--- src/design/rtc_pkg.sv ---
// constants, offsets and types shared by the real-time clock host port
package rtc_pkg;
	// bus widths
	localparam int ADDR_W = 5;
	localparam int DATA_W = 8;
	// byte locations (same in both pages unless noted)
	localparam logic [4:0] OFS_MAIN_STATUS  = 5'h00;
	localparam logic [4:0] OFS_PAGE1        = 5'h01; // page 0: time save ctl, page 1: rt mode
	localparam logic [4:0] OFS_PAGE2        = 5'h02; // page 0: unused, page 1: output mode
	localparam logic [4:0] OFS_PAGE3        = 5'h03; // page 0: periodic flags, page 1: irq ctl 0
	localparam logic [4:0] OFS_PAGE4        = 5'h04; // page 0: unused, page 1: irq ctl 1
	localparam logic [4:0] OFS_CNT_FIRST    = 5'h05; // hundredths
	localparam logic [4:0] OFS_CNT_LAST     = 5'h0c; // one past years, which sit at OFS_YEAR; 0x0c is a ram byte
	localparam logic [4:0] OFS_HUND         = 5'h05;
	localparam logic [4:0] OFS_SEC          = 5'h06;
	localparam logic [4:0] OFS_MIN          = 5'h07;
	localparam logic [4:0] OFS_HOUR         = 5'h08;
	localparam logic [4:0] OFS_DOM          = 5'h09;
	localparam logic [4:0] OFS_MON          = 5'h0a;
	localparam logic [4:0] OFS_YEAR         = 5'h0b;
	localparam logic [4:0] OFS_DOW          = 5'h0e;
	localparam logic [4:0] OFS_SCRATCH      = 5'h1e;
	localparam logic [4:0] OFS_TEST         = 5'h1f;
	// counter indices
	localparam int NCNT = 8;
	localparam int C_HUND = 0;
	localparam int C_SEC  = 1;
	localparam int C_MIN  = 2;
	localparam int C_HOUR = 3;
	localparam int C_DOM  = 4;
	localparam int C_MON  = 5;
	localparam int C_YEAR = 6;
	localparam int C_DOW  = 7;
	// field positions
	localparam int MS_IRQ_BIT    = 0; // main status: interrupt pending
	localparam int MS_PLOSS_BIT  = 4; // main status: power fail
	localparam int MS_PERIOD_BIT = 3; // main status: periodic
	localparam int MS_PAGE_BIT   = 6; // main status: register select
	localparam int RTM_12H_BIT   = 2; // rt mode: 12 hour mode when 0
	localparam int RTM_RUN_BIT   = 3; // rt mode: start/stop
	localparam int OM_OSC_SEL    = 7; // output mode: multi output carries oscillator
	localparam int IC1_PF_EN_BIT = 7; // irq ctl 1: power fail enable
	localparam int PF_BATT_BIT   = 6; // periodic flag write: battery backed mode
	localparam int HOUR_PM_BIT   = 7; // hours: half day flag
	// bcd constants
	localparam logic [7:0] BCD_ONE    = 8'h01;
	localparam logic [7:0] BCD_ZERO   = 8'h00;
	localparam logic [7:0] BCD_TWELVE = 8'h12;
	localparam logic [3:0] BCD_NINE   = 4'h9;
	// per counter maximum (bcd) and wrap value
	localparam logic [7:0] CNT_MAX [NCNT] = '{8'h99, 8'h59, 8'h59, 8'h23, 8'h31, 8'h12, 8'h99, 8'h07};
	localparam logic [7:0] CNT_WRAP[NCNT] = '{8'h00, 8'h00, 8'h00, 8'h00, 8'h01, 8'h01, 8'h00, 8'h01};
	// timing at 100 MHz
	localparam int CLK_MHZ       = 100;
	localparam int LOCK_MIN_US   = 30;
	localparam int LOCK_MAX_US   = 63;
	localparam int ROLL_IRQ_US   = 20;
	localparam int LOCK_CYC      = LOCK_MIN_US * CLK_MHZ; // 3000, inside 30..63 us
	localparam int ROLL_CYC      = ROLL_IRQ_US * CLK_MHZ; // 2000
	localparam int TICK_HZ       = 100;
	localparam int TICK_CYC      = CLK_MHZ * 1000000 / TICK_HZ; // 1,000,000
	localparam int DLY_W         = 12;
	localparam logic [DLY_W-1:0] LOCK_CNT = DLY_W'(LOCK_CYC);
	localparam logic [DLY_W-1:0] ROLL_CNT = DLY_W'(ROLL_CYC);
	// host access state, gray along idle -> read/write -> idle
	typedef enum logic [1:0] {
		ACC_IDLE  = 2'b00,
		ACC_READ  = 2'b01,
		ACC_WRITE = 2'b10
	} rtc_acc_t;
endpackage

--- src/design/rtc_core.sv ---
// host port, bcd counter chain and interrupt pins of the real-time clock
`timescale 1ns/10ps
//Contract
//- chip select low needed for access
//- read and write strobes active low
//- power fail ignores strobes, finishes access
//- five address lines, ignored after fail
//- interrupt on enabled timing or fail
//- interrupt pin open drain active low
//- multi output: fail interrupt or oscillator
//- multi output push-pull, open drain standby
//- data lines released on fail without write
//- lockout 30 to 63 us after fail
//- eight byte counters hundredths to years
//- bcd counters advance on common clock
//- day, date, month wrap to one
//- twelve hour wraps to one, flag toggles
//- half day flag is hours bit seven
//- other counters wrap to zero
//- status bit selects control page
//- read spans select and read low
//- write spans select and write low
//- rollover interrupt about 20 us later
//- run bit clear halts counting, carries
//- chain ticks one hundred per second
module rtc_core (
	input  wire logic                  mclk_i,          // system clock
	input  wire logic                  rstn_i,          // sync reset, active low
	input  wire logic                  cs_n_i,          // chip select
	input  wire logic                  rd_n_i,          // read strobe
	input  wire logic                  wr_n_i,          // write strobe
	input  wire logic [rtc_pkg::ADDR_W-1:0] location_select_lines_i, // byte select
	input  wire logic [rtc_pkg::DATA_W-1:0] host_data_lines_i,       // data in
	output logic      [rtc_pkg::DATA_W-1:0] host_data_lines_o,       // data out
	output logic                       host_data_lines_oe_o,         // data drive enable
	input  wire logic                  power_loss_in_n_i,            // power fail pin
	input  wire logic                  backup_supply_i,              // high in battery standby
	input  wire logic                  osc_i,                        // oscillator level
	output logic                       irq_out_n_o,                  // interrupt pin level
	output logic                       irq_out_n_oe_o,               // interrupt pin drive
	output logic                       multi_purpose_out_o,          // multi output level
	output logic                       multi_purpose_out_oe_o        // multi output drive
);
	import rtc_pkg::*;
	// last hour of the day in twelve hour mode: 11 with half day flag set
	localparam logic [7:0] HOUR_LAST_12H = 8'h91;

	// whole module state
	typedef struct packed {
		rtc_acc_t                acc;       // access state
		logic [4:0]              addr;      // latched location
		logic [NCNT-1:0][7:0]    cnt;       // counter bytes
		logic [7:0]              main_st;   // main status
		logic [7:0]              rtmode;    // real time mode
		logic [7:0]              outmode;   // output mode
		logic [7:0]              ictl0;     // periodic enables
		logic [7:0]              ictl1;     // power fail enable etc
		logic [7:0]              pflag;     // periodic flags
		logic                    batt;      // battery backed mode
		logic                    locked;    // host lockout
		logic [DLY_W-1:0]        lock_dly;  // lockout delay count
		logic [DLY_W-1:0]        roll_dly;  // rollover irq delay
		logic                    roll_pend; // rollover irq pending
		logic [19:0]             presc;     // tick prescaler
		logic [7:0]              dout;      // data out
		logic                    doe;       // data drive
		logic                    irq_n;     // interrupt level
		logic                    irq_oe;    // interrupt drive
		logic                    mpo;       // multi output level
		logic                    mpo_oe;    // multi output drive
	} rtc_state_t;

	rtc_state_t st_reg;  // registered state
	rtc_state_t st_next; // next state

	// memory port
	logic       ram_we;    // ram write
	logic [7:0] ram_rdata; // ram read data

	// combinational helpers
	logic       sel_rd;       // read qualified
	logic       sel_wr;       // write qualified
	logic       tick;         // 100 Hz tick
	logic [NCNT:0] carry;     // carry chain
	logic [7:0]           inc_val [NCNT]; // incremented value, one process per entry
	logic [7:0] rd_mux;       // register read value
	logic       h12;          // twelve hour mode
	logic       pf_irq;       // power fail interrupt
	logic       any_irq;      // any interrupt active

	rtc_ram u_ram (
		.mclk_i  (mclk_i),
		.we_i    (ram_we),
		.waddr_i (st_reg.addr),
		.wdata_i (host_data_lines_i),
		.raddr_i (location_select_lines_i),
		.rdata_o (ram_rdata)
	);

	// per counter bcd increment and wrap
	// eight counters chained
	generate
		for (genvar g = 0; g < NCNT; g++) begin : g_cnt
			always_comb begin
				logic [7:0] v;
				v = st_reg.cnt[g];
				if (v == CNT_MAX[g]) begin
					inc_val[g] = CNT_WRAP[g];
				end else if (v[3:0] == BCD_NINE) begin
					inc_val[g] = {v[7:4] + 4'h1, 4'h0};
				end else begin
					inc_val[g] = {v[7:4], v[3:0] + 4'h1};
				end
			end
		end
	endgenerate

	// next state
	always_comb begin
		st_next = st_reg;
		ram_we  = 1'b0;
		h12     = ~st_reg.rtmode[RTM_12H_BIT];
		sel_rd  = ~cs_n_i & ~rd_n_i;
		sel_wr  = ~cs_n_i & ~wr_n_i;
		tick    = (st_reg.presc == 20'(TICK_CYC - 1));
		if (tick || !st_reg.rtmode[RTM_RUN_BIT]) begin
			st_next.presc = '0;
		end else begin
			st_next.presc = st_reg.presc + 20'h1;
		end
		// run bit gates tick and carries
		carry[0] = tick & st_reg.rtmode[RTM_RUN_BIT];
		// twelve hour mode turns the day at 11 pm
		for (int i = 0; i < NCNT; i++) begin
			if (h12 && i == C_HOUR) begin
				carry[i+1] = carry[i] & (st_reg.cnt[i] == HOUR_LAST_12H);
			end else begin
				carry[i+1] = carry[i] & (st_reg.cnt[i] == CNT_MAX[i]);
			end
		end
		// day of week advances with day of month
		// all bytes updated on one edge
		for (int i = 0; i < NCNT; i++) begin
			if ((i == C_DOW) ? carry[C_DOM] : carry[i]) begin
				st_next.cnt[i] = inc_val[i];
			end
		end
		if (h12 && carry[C_HOUR]) begin
			if (st_reg.cnt[C_HOUR][6:0] == BCD_TWELVE[6:0]) begin
				st_next.cnt[C_HOUR][6:0] = BCD_ONE[6:0];
			end else if (st_reg.cnt[C_HOUR][6:0] == 7'h11) begin
				// half day flag in bit seven
				st_next.cnt[C_HOUR] = {~st_reg.cnt[C_HOUR][HOUR_PM_BIT], BCD_TWELVE[6:0]};
			end else begin
				st_next.cnt[C_HOUR][HOUR_PM_BIT] = st_reg.cnt[C_HOUR][HOUR_PM_BIT];
				st_next.cnt[C_HOUR][6:0] = inc_val[C_HOUR][6:0];
			end
			// zero wrap only in 24 hour mode
		end
		// periodic flag on every second rollover
		if (carry[C_SEC]) begin
			st_next.pflag[0] = 1'b1;
			st_next.main_st[MS_PERIOD_BIT] = 1'b1;
			if (st_reg.ictl0[0]) begin
				st_next.roll_pend = 1'b1;
				st_next.roll_dly  = ROLL_CNT;
			end
		end else if (st_reg.roll_pend) begin
			if (st_reg.roll_dly == '0) begin
				st_next.roll_pend = 1'b0;
			end else begin
				st_next.roll_dly = st_reg.roll_dly - DLY_W'(1);
			end
		end
		// lockout after delay in battery mode
		if (!power_loss_in_n_i && st_reg.batt) begin
			if (st_reg.lock_dly == LOCK_CNT) begin
				st_next.locked = 1'b1;
			end else begin
				st_next.lock_dly = st_reg.lock_dly + DLY_W'(1);
			end
		end else begin
			st_next.lock_dly = '0;
			st_next.locked   = 1'b0;
		end
		// power fail status follows the pin while the irq ctl 1 power fail enable is set
		st_next.main_st[MS_PLOSS_BIT] = ~power_loss_in_n_i & st_reg.ictl1[IC1_PF_EN_BIT];
		// read mux, page chosen by status bit
		// page select
		rd_mux = ram_rdata;
		if (st_reg.addr == OFS_MAIN_STATUS) begin
			rd_mux = st_reg.main_st;
		end else if (st_reg.addr >= OFS_CNT_FIRST && st_reg.addr <= OFS_YEAR) begin
			rd_mux = st_reg.cnt[st_reg.addr - OFS_CNT_FIRST];
		end else if (st_reg.addr == OFS_DOW) begin
			rd_mux = st_reg.cnt[C_DOW];
		end else if (st_reg.main_st[MS_PAGE_BIT]) begin
			case (st_reg.addr)
				OFS_PAGE1: rd_mux = st_reg.rtmode;
				OFS_PAGE2: rd_mux = st_reg.outmode;
				OFS_PAGE3: rd_mux = st_reg.ictl0;
				OFS_PAGE4: rd_mux = st_reg.ictl1;
				default:   rd_mux = ram_rdata;
			endcase
		end else if (st_reg.addr == OFS_PAGE3) begin
			rd_mux = st_reg.pflag;
		end
		// host access state machine
		case (st_reg.acc)
			ACC_IDLE: begin
				// address taken only when not locked
				if (!st_reg.locked) begin
					st_next.addr = location_select_lines_i;
					if (sel_rd) begin
						st_next.acc = ACC_READ;
					end else if (sel_wr) begin
						st_next.acc = ACC_WRITE;
					end
				end
				st_next.doe = 1'b0;
			end
			ACC_READ: begin
				st_next.dout = rd_mux;
				st_next.doe  = sel_rd;
				// release data on fail during read
				if (!power_loss_in_n_i) begin
					st_next.doe = 1'b0;
				end
				if (!sel_rd) begin
					st_next.acc = ACC_IDLE;
				end
				// reading periodic flags clears them
				if (!sel_rd && st_reg.addr == OFS_PAGE3 && !st_reg.main_st[MS_PAGE_BIT]
					&& !carry[C_SEC]) begin
					st_next.pflag[0] = 1'b0;
				end
			end
			ACC_WRITE: begin
				st_next.doe = 1'b0;
				if (!sel_wr) begin
					st_next.acc = ACC_IDLE;
					if (st_reg.addr == OFS_MAIN_STATUS) begin
						st_next.main_st[MS_PAGE_BIT] = host_data_lines_i[MS_PAGE_BIT];
						// write one clears periodic status unless set now
						if (host_data_lines_i[MS_PERIOD_BIT] && !carry[C_SEC]) begin
							st_next.main_st[MS_PERIOD_BIT] = 1'b0;
						end
					end else if (st_reg.addr >= OFS_CNT_FIRST && st_reg.addr <= OFS_YEAR) begin
						st_next.cnt[st_reg.addr - OFS_CNT_FIRST] = host_data_lines_i;
					end else if (st_reg.addr == OFS_DOW) begin
						st_next.cnt[C_DOW] = host_data_lines_i;
					end else if (st_reg.main_st[MS_PAGE_BIT] && st_reg.addr == OFS_PAGE1) begin
						st_next.rtmode = host_data_lines_i;
					end else if (st_reg.main_st[MS_PAGE_BIT] && st_reg.addr == OFS_PAGE2) begin
						st_next.outmode = host_data_lines_i;
					end else if (st_reg.main_st[MS_PAGE_BIT] && st_reg.addr == OFS_PAGE3) begin
						st_next.ictl0 = host_data_lines_i;
					end else if (st_reg.main_st[MS_PAGE_BIT] && st_reg.addr == OFS_PAGE4) begin
						st_next.ictl1 = host_data_lines_i;
					end else if (st_reg.addr == OFS_PAGE3) begin
						st_next.batt = ~host_data_lines_i[PF_BATT_BIT];
					end else begin
						ram_we = 1'b1;
					end
				end
			end
			default: begin
				st_next.acc = ACC_IDLE;
			end
		endcase
		pf_irq  = st_reg.main_st[MS_PLOSS_BIT];
		any_irq = (st_reg.roll_pend && st_reg.roll_dly == '0) || (pf_irq && !st_reg.outmode[OM_OSC_SEL]);
		if (any_irq) begin
			st_next.main_st[MS_IRQ_BIT] = 1'b1;
		end else begin
			st_next.main_st[MS_IRQ_BIT] = st_reg.main_st[MS_PERIOD_BIT] & st_reg.ictl0[0];
		end
		st_next.irq_n  = 1'b0;
		st_next.irq_oe = (st_next.main_st[MS_IRQ_BIT] & ~st_reg.outmode[OM_OSC_SEL]) | any_irq;
		st_next.mpo = st_reg.outmode[OM_OSC_SEL] ? osc_i : pf_irq;
		// push-pull normally, open drain on backup
		st_next.mpo_oe = backup_supply_i ? ~st_next.mpo : 1'b1;
	end

	// state register
	always_ff @(posedge mclk_i) begin
		if (!rstn_i) begin
			st_reg        <= '0;
			st_reg.acc    <= ACC_IDLE;
			st_reg.irq_n  <= 1'b0;
			st_reg.rtmode <= 8'h00;
		end else begin
			st_reg <= st_next;
		end
	end

	// outputs straight from flops
	assign host_data_lines_o      = st_reg.dout;
	assign host_data_lines_oe_o   = st_reg.doe;
	assign irq_out_n_o            = st_reg.irq_n;
	assign irq_out_n_oe_o         = st_reg.irq_oe;
	assign multi_purpose_out_o    = st_reg.mpo;
	assign multi_purpose_out_oe_o = st_reg.mpo_oe;
endmodule

--- src/design/rtc_ram.sv ---
// small byte memory holding the page 0 time save ctl, spare, test and scratch locations
`timescale 1ns/10ps
module rtc_ram (
	input  wire logic       mclk_i,  // system clock
	input  wire logic       we_i,    // write strobe
	input  wire logic [4:0] waddr_i, // write location
	input  wire logic [7:0] wdata_i, // write data
	input  wire logic [4:0] raddr_i, // read location
	output logic      [7:0] rdata_o  // registered read data
);
	// storage, no reset: contents start arbitrary
	logic [7:0] mem [32];

	// write port and registered read
	always_ff @(posedge mclk_i) begin
		if (we_i) begin
			mem[waddr_i] <= wdata_i;
		end
		rdata_o <= mem[raddr_i];
	end
endmodule

--- config.mk ---
export PLATFORM = sky130hd
export DESIGN_NAME = rtc_core
export DESIGN_NICKNAME = d
export VERILOG_FILES = /design/src/design/rtc_pkg.sv /design/src/design/rtc_core.sv /design/src/design/rtc_ram.sv
export SDC_FILE = /design/constraint.sdc
export NUM_CORES = 1
export LEC_CHECK = 0
export CAP_MARGIN = 20
export CORE_MARGIN = 2
export CORE_UTILIZATION = 60
export DETAILED_ROUTE_END_ITERATION = 10
export DONT_BUFFER_PORTS = 1
export PLACE_DENSITY = 0.78
export RECOVER_POWER = 50
export SLEW_MARGIN = 0
export SYNTH_ARGS = -nofsm -noshare
export SYNTH_HDL_FRONTEND = slang
export SYNTH_SLANG_ARGS = --single-unit
--- constraint.sdc ---
create_clock -name mclk_i -period 10.5 [get_ports mclk_i]
set_input_delay 2.1 -clock mclk_i [delete_from_list [all_inputs] [get_ports mclk_i]]
set_output_delay 2.1 -clock mclk_i [all_outputs]
set_load 0.02 [all_outputs]
==> flow_summary.json <==
{
  "worstSetupEndpointType": "register",
  "violations": "capacitance limit, slew limit",
  "grt_use_met3_pct": 5.15,
  "slew_viol_final": 82,
  "cts.sinks": 431,
  "dp_cells": 1957,
  "fin_skew_ns": 0.0223,
  "fin_tns_setup_ns": 0,
  "setup_viol": 0,
  "instances_no_fill": 2039,
  "power.density_mw_per_mm2": 166,
  "clock-root-buffer": "clkbuf_16",
  "synth_ff_type": "edfxtp_1",
  "p_leak_nw": 7.23,
  "reg2reg_from": "st_reg[172]",
  "grt_use_met2_pct": 47.9,
  "synthTopCellsByCount": "256 x edfxtp_1, 175 x dfxtp_1, 162 x nor2_1, 90 x mux4_2, 89 x nand2_1",
  "worst-path-buf-inv": 2,
  "clk_path_buf_depth": 3,
  "cts_setup_buffers": 0,
  "ir_drop_mv": 0.138,
  "drc": 0,
  "grt_max_degree": 82,
  "crit_slowest_cell": "clkbuf_1",
  "finalPower_mw": 3.57,
  "preCtsSetupSlack_ns": 5.79,
  "synth_top_area_cell": "edfxtp_1",
  "worst_pin_slew_ns": 3.87,
  "reg2reg_slack_ns": 5.98,
  "start_kind": "input port",
  "routed_wl_mm": 48.8,
  "synth_top_area_share_pct": 39.2,
  "start_util_pct": 60.6,
  "critical_path_depth": 3,
  "critical_path.endpoint": "g_cnt[0].$2.v[7]",
  "r2r-end": "u_ram.mem[10][6]",
  "drtIter0Drc": 1469,
  "drv_cap": 1,
  "synthCells": 1560,
  "numCtsBuffers": 45,
  "rsz0062_at_grt": "false",
  "insertedDiodeCount": 0,
  "area_delta_synth_final_pct": 9.33,
  "period_needed_ns": 4.95,
  "drive_above_1_share_pct": 12.8,
  "cts_tree": "done",
  "post_dp_cell_area_sq_mm": 0.0200,
  "required_ns": 10.75,
  "synth_edf_count": 256,
  "ctsHoldBuffers": 0,
  "ys_ff_latch": 431,
  "num_vias": 13200,
  "place_congestion": 0.893,
  "fmax_mhz": 202,
  "antenna_found_initial": 1,
  "die_h_um": 185,
  "busiest_layer": "met2",
  "crit_chain": "inv_1 -> clkbuf_1 -> nor3_1",
  "ios": 34,
  "grt_overflow": 0,
  "firstDrtPassIters": 5,
  "yosysWarnings": 0,
  "gr-usage-all-layers_pct": 29.1,
  "die_x_um": 185,
  "synth_area_leaders": "edfxtp_1 39%, dfxtp_1 18%, mux4_2 10%",
  "hold_violations": 0,
  "synthDistinctLibCells": 83,
  "worstSkewPairLatency_ns": 0.56,
  "grt_pass1_vias": 12800,
  "viasPerCell": 6.47,
  "core_sq_mm": 0.0324,
  "ctsResizeCount": 0,
  "ys_seq_area_share_pct": 57.0,
  "path_class": "in -> reg",
  "cp_top_family": "buffers and inverters",
  "cts.reportedPaths.clkPinSlew_ns": 0.06,
  "grt.met1_usage_pct": 39.2,
  "dpl.hpwl_mm": 30.5,
  "cp.arrival_ns": 5.20,
  "ff2ff_path_depth": 8,
  "fin_crit_sh_pct": 47.1,
  "relSlewSlack_pct": -158,
  "largest_reg_flops": 256,
  "async_reset_ff_share_pct": 0,
  "wire_per_inst_um": 23.9,
  "final_core_utilization_pct": 66.3,
  "cts_max_level": 2,
  "cp_slowest_stage_delay_ns": 2.69,
  "finish.instance_area_sq_mm": 0.0215,
  "worst_slack_ns": 5.55,
  "fillers": 2306,
  "yosysMostFrequentCell": "edfxtp_1",
  "syn-cell-area_sq_mm": 0.0196,
  "io_buffers": 0,
  "rows": 66,
  "nets": 1620,
  "synth.avg_cell_area_sq_um": 12.6,
  "crit_start": "rstn_i",
  "hold_path.class": "reg -> reg",
  "whs_ns": 0.461,
  "cp_max_fo": 81,
  "grt_pass1_wl_mm": 75.3,
  "route.antenna.remaining_nets": 0,
  "die_area_sq_mm": 0.0342,
  "outcome": "finished, violations left"
}
## layout make-up
cell class / count / area, sq um / area share (%)
Clock inverter: 29 / 289 / 1.35
Inverter: 39 / 146 / 0.682
Timing Repair Buffer: 9 / 63.8 / 0.297
Tap cell: 442 / 553 / 2.58
Sequential cell: 431 / 11200 / 52.2
Clock buffer: 53 / 1190 / 5.53
Multi-Input combinational cell: 1036 / 8030 / 37.4
## report_power, final
| part | internal (mW) | leakage (nW) | switching, mW |
|---|---|---|---|
| clock | 0.913 | 0.707 | 0.668 |
| combinational | 0.0733 | 2.78 | 0.0796 |
| sequential | 1.81 | 3.75 | 0.0199 |
| total | 2.80 | 7.23 | 0.768 |
## cell usage in the layout, fill, tap and decap left out, types with 41 or more instances in the layout
cell and n:
edfxtp_1 256, conb_1 41, clkbuf_16 45, mux2i_1 65
a21oi_1 56, nand3_1 52, nand2_1 89, dfxtp_1 175
o21ai_0 76, nor2_1 162, mux4_2 90
## kinds of logic after synthesis
logic type / count (synthesis) / synth area share, %
mux: 166 / 14.3
compound gates: 258 / 8.52
flops: 431 / 57.0
simple gates: 490 / 13.0
xor+xnor: 44 / 1.96
other cells: 1 / 0.0191
fa+ha+maj: 37 / 2.36
buf+inv: 133 / 2.84
## how the worst min path moves through the flow
| stage | startpoint | to | slack (ns) | depth (start not counted) |
|---|---|---|---|---|
| floorplan | st_reg[13] | st_reg[13] | 0.43 | 1 |
| global placement | st_reg[13] | st_reg[13] | 0.44 | 1 |
| detailed placement | st_reg[13] | st_reg[13] | 0.46 | 1 |
| CTS | st_reg[13] | st_reg[13] | 0.47 | 1 |
| global route | st_reg[13] | st_reg[13] | 0.50 | 1 |
| finish | st_reg[13] | st_reg[13] | 0.46 | 1 |
## worst reg2reg max path: cells and delay by family (launching register included)
family	cells	cell delay (ns)
compound gates	1	0.56
fa+ha+maj	1	0.42
buf+inv	2	0.58
flops	1	0.76
simple gates	4	1.84
## routing by layer
layer | routed length (um) | vias to the layer above
li1 | - | 5894
met2 | 23800 | 613
met5 | 13 | -
met3 | 3950 | 114
met4 | 1770 | 2
met1 | 19300 | 6571
Power figures use the tool's default switching activity.
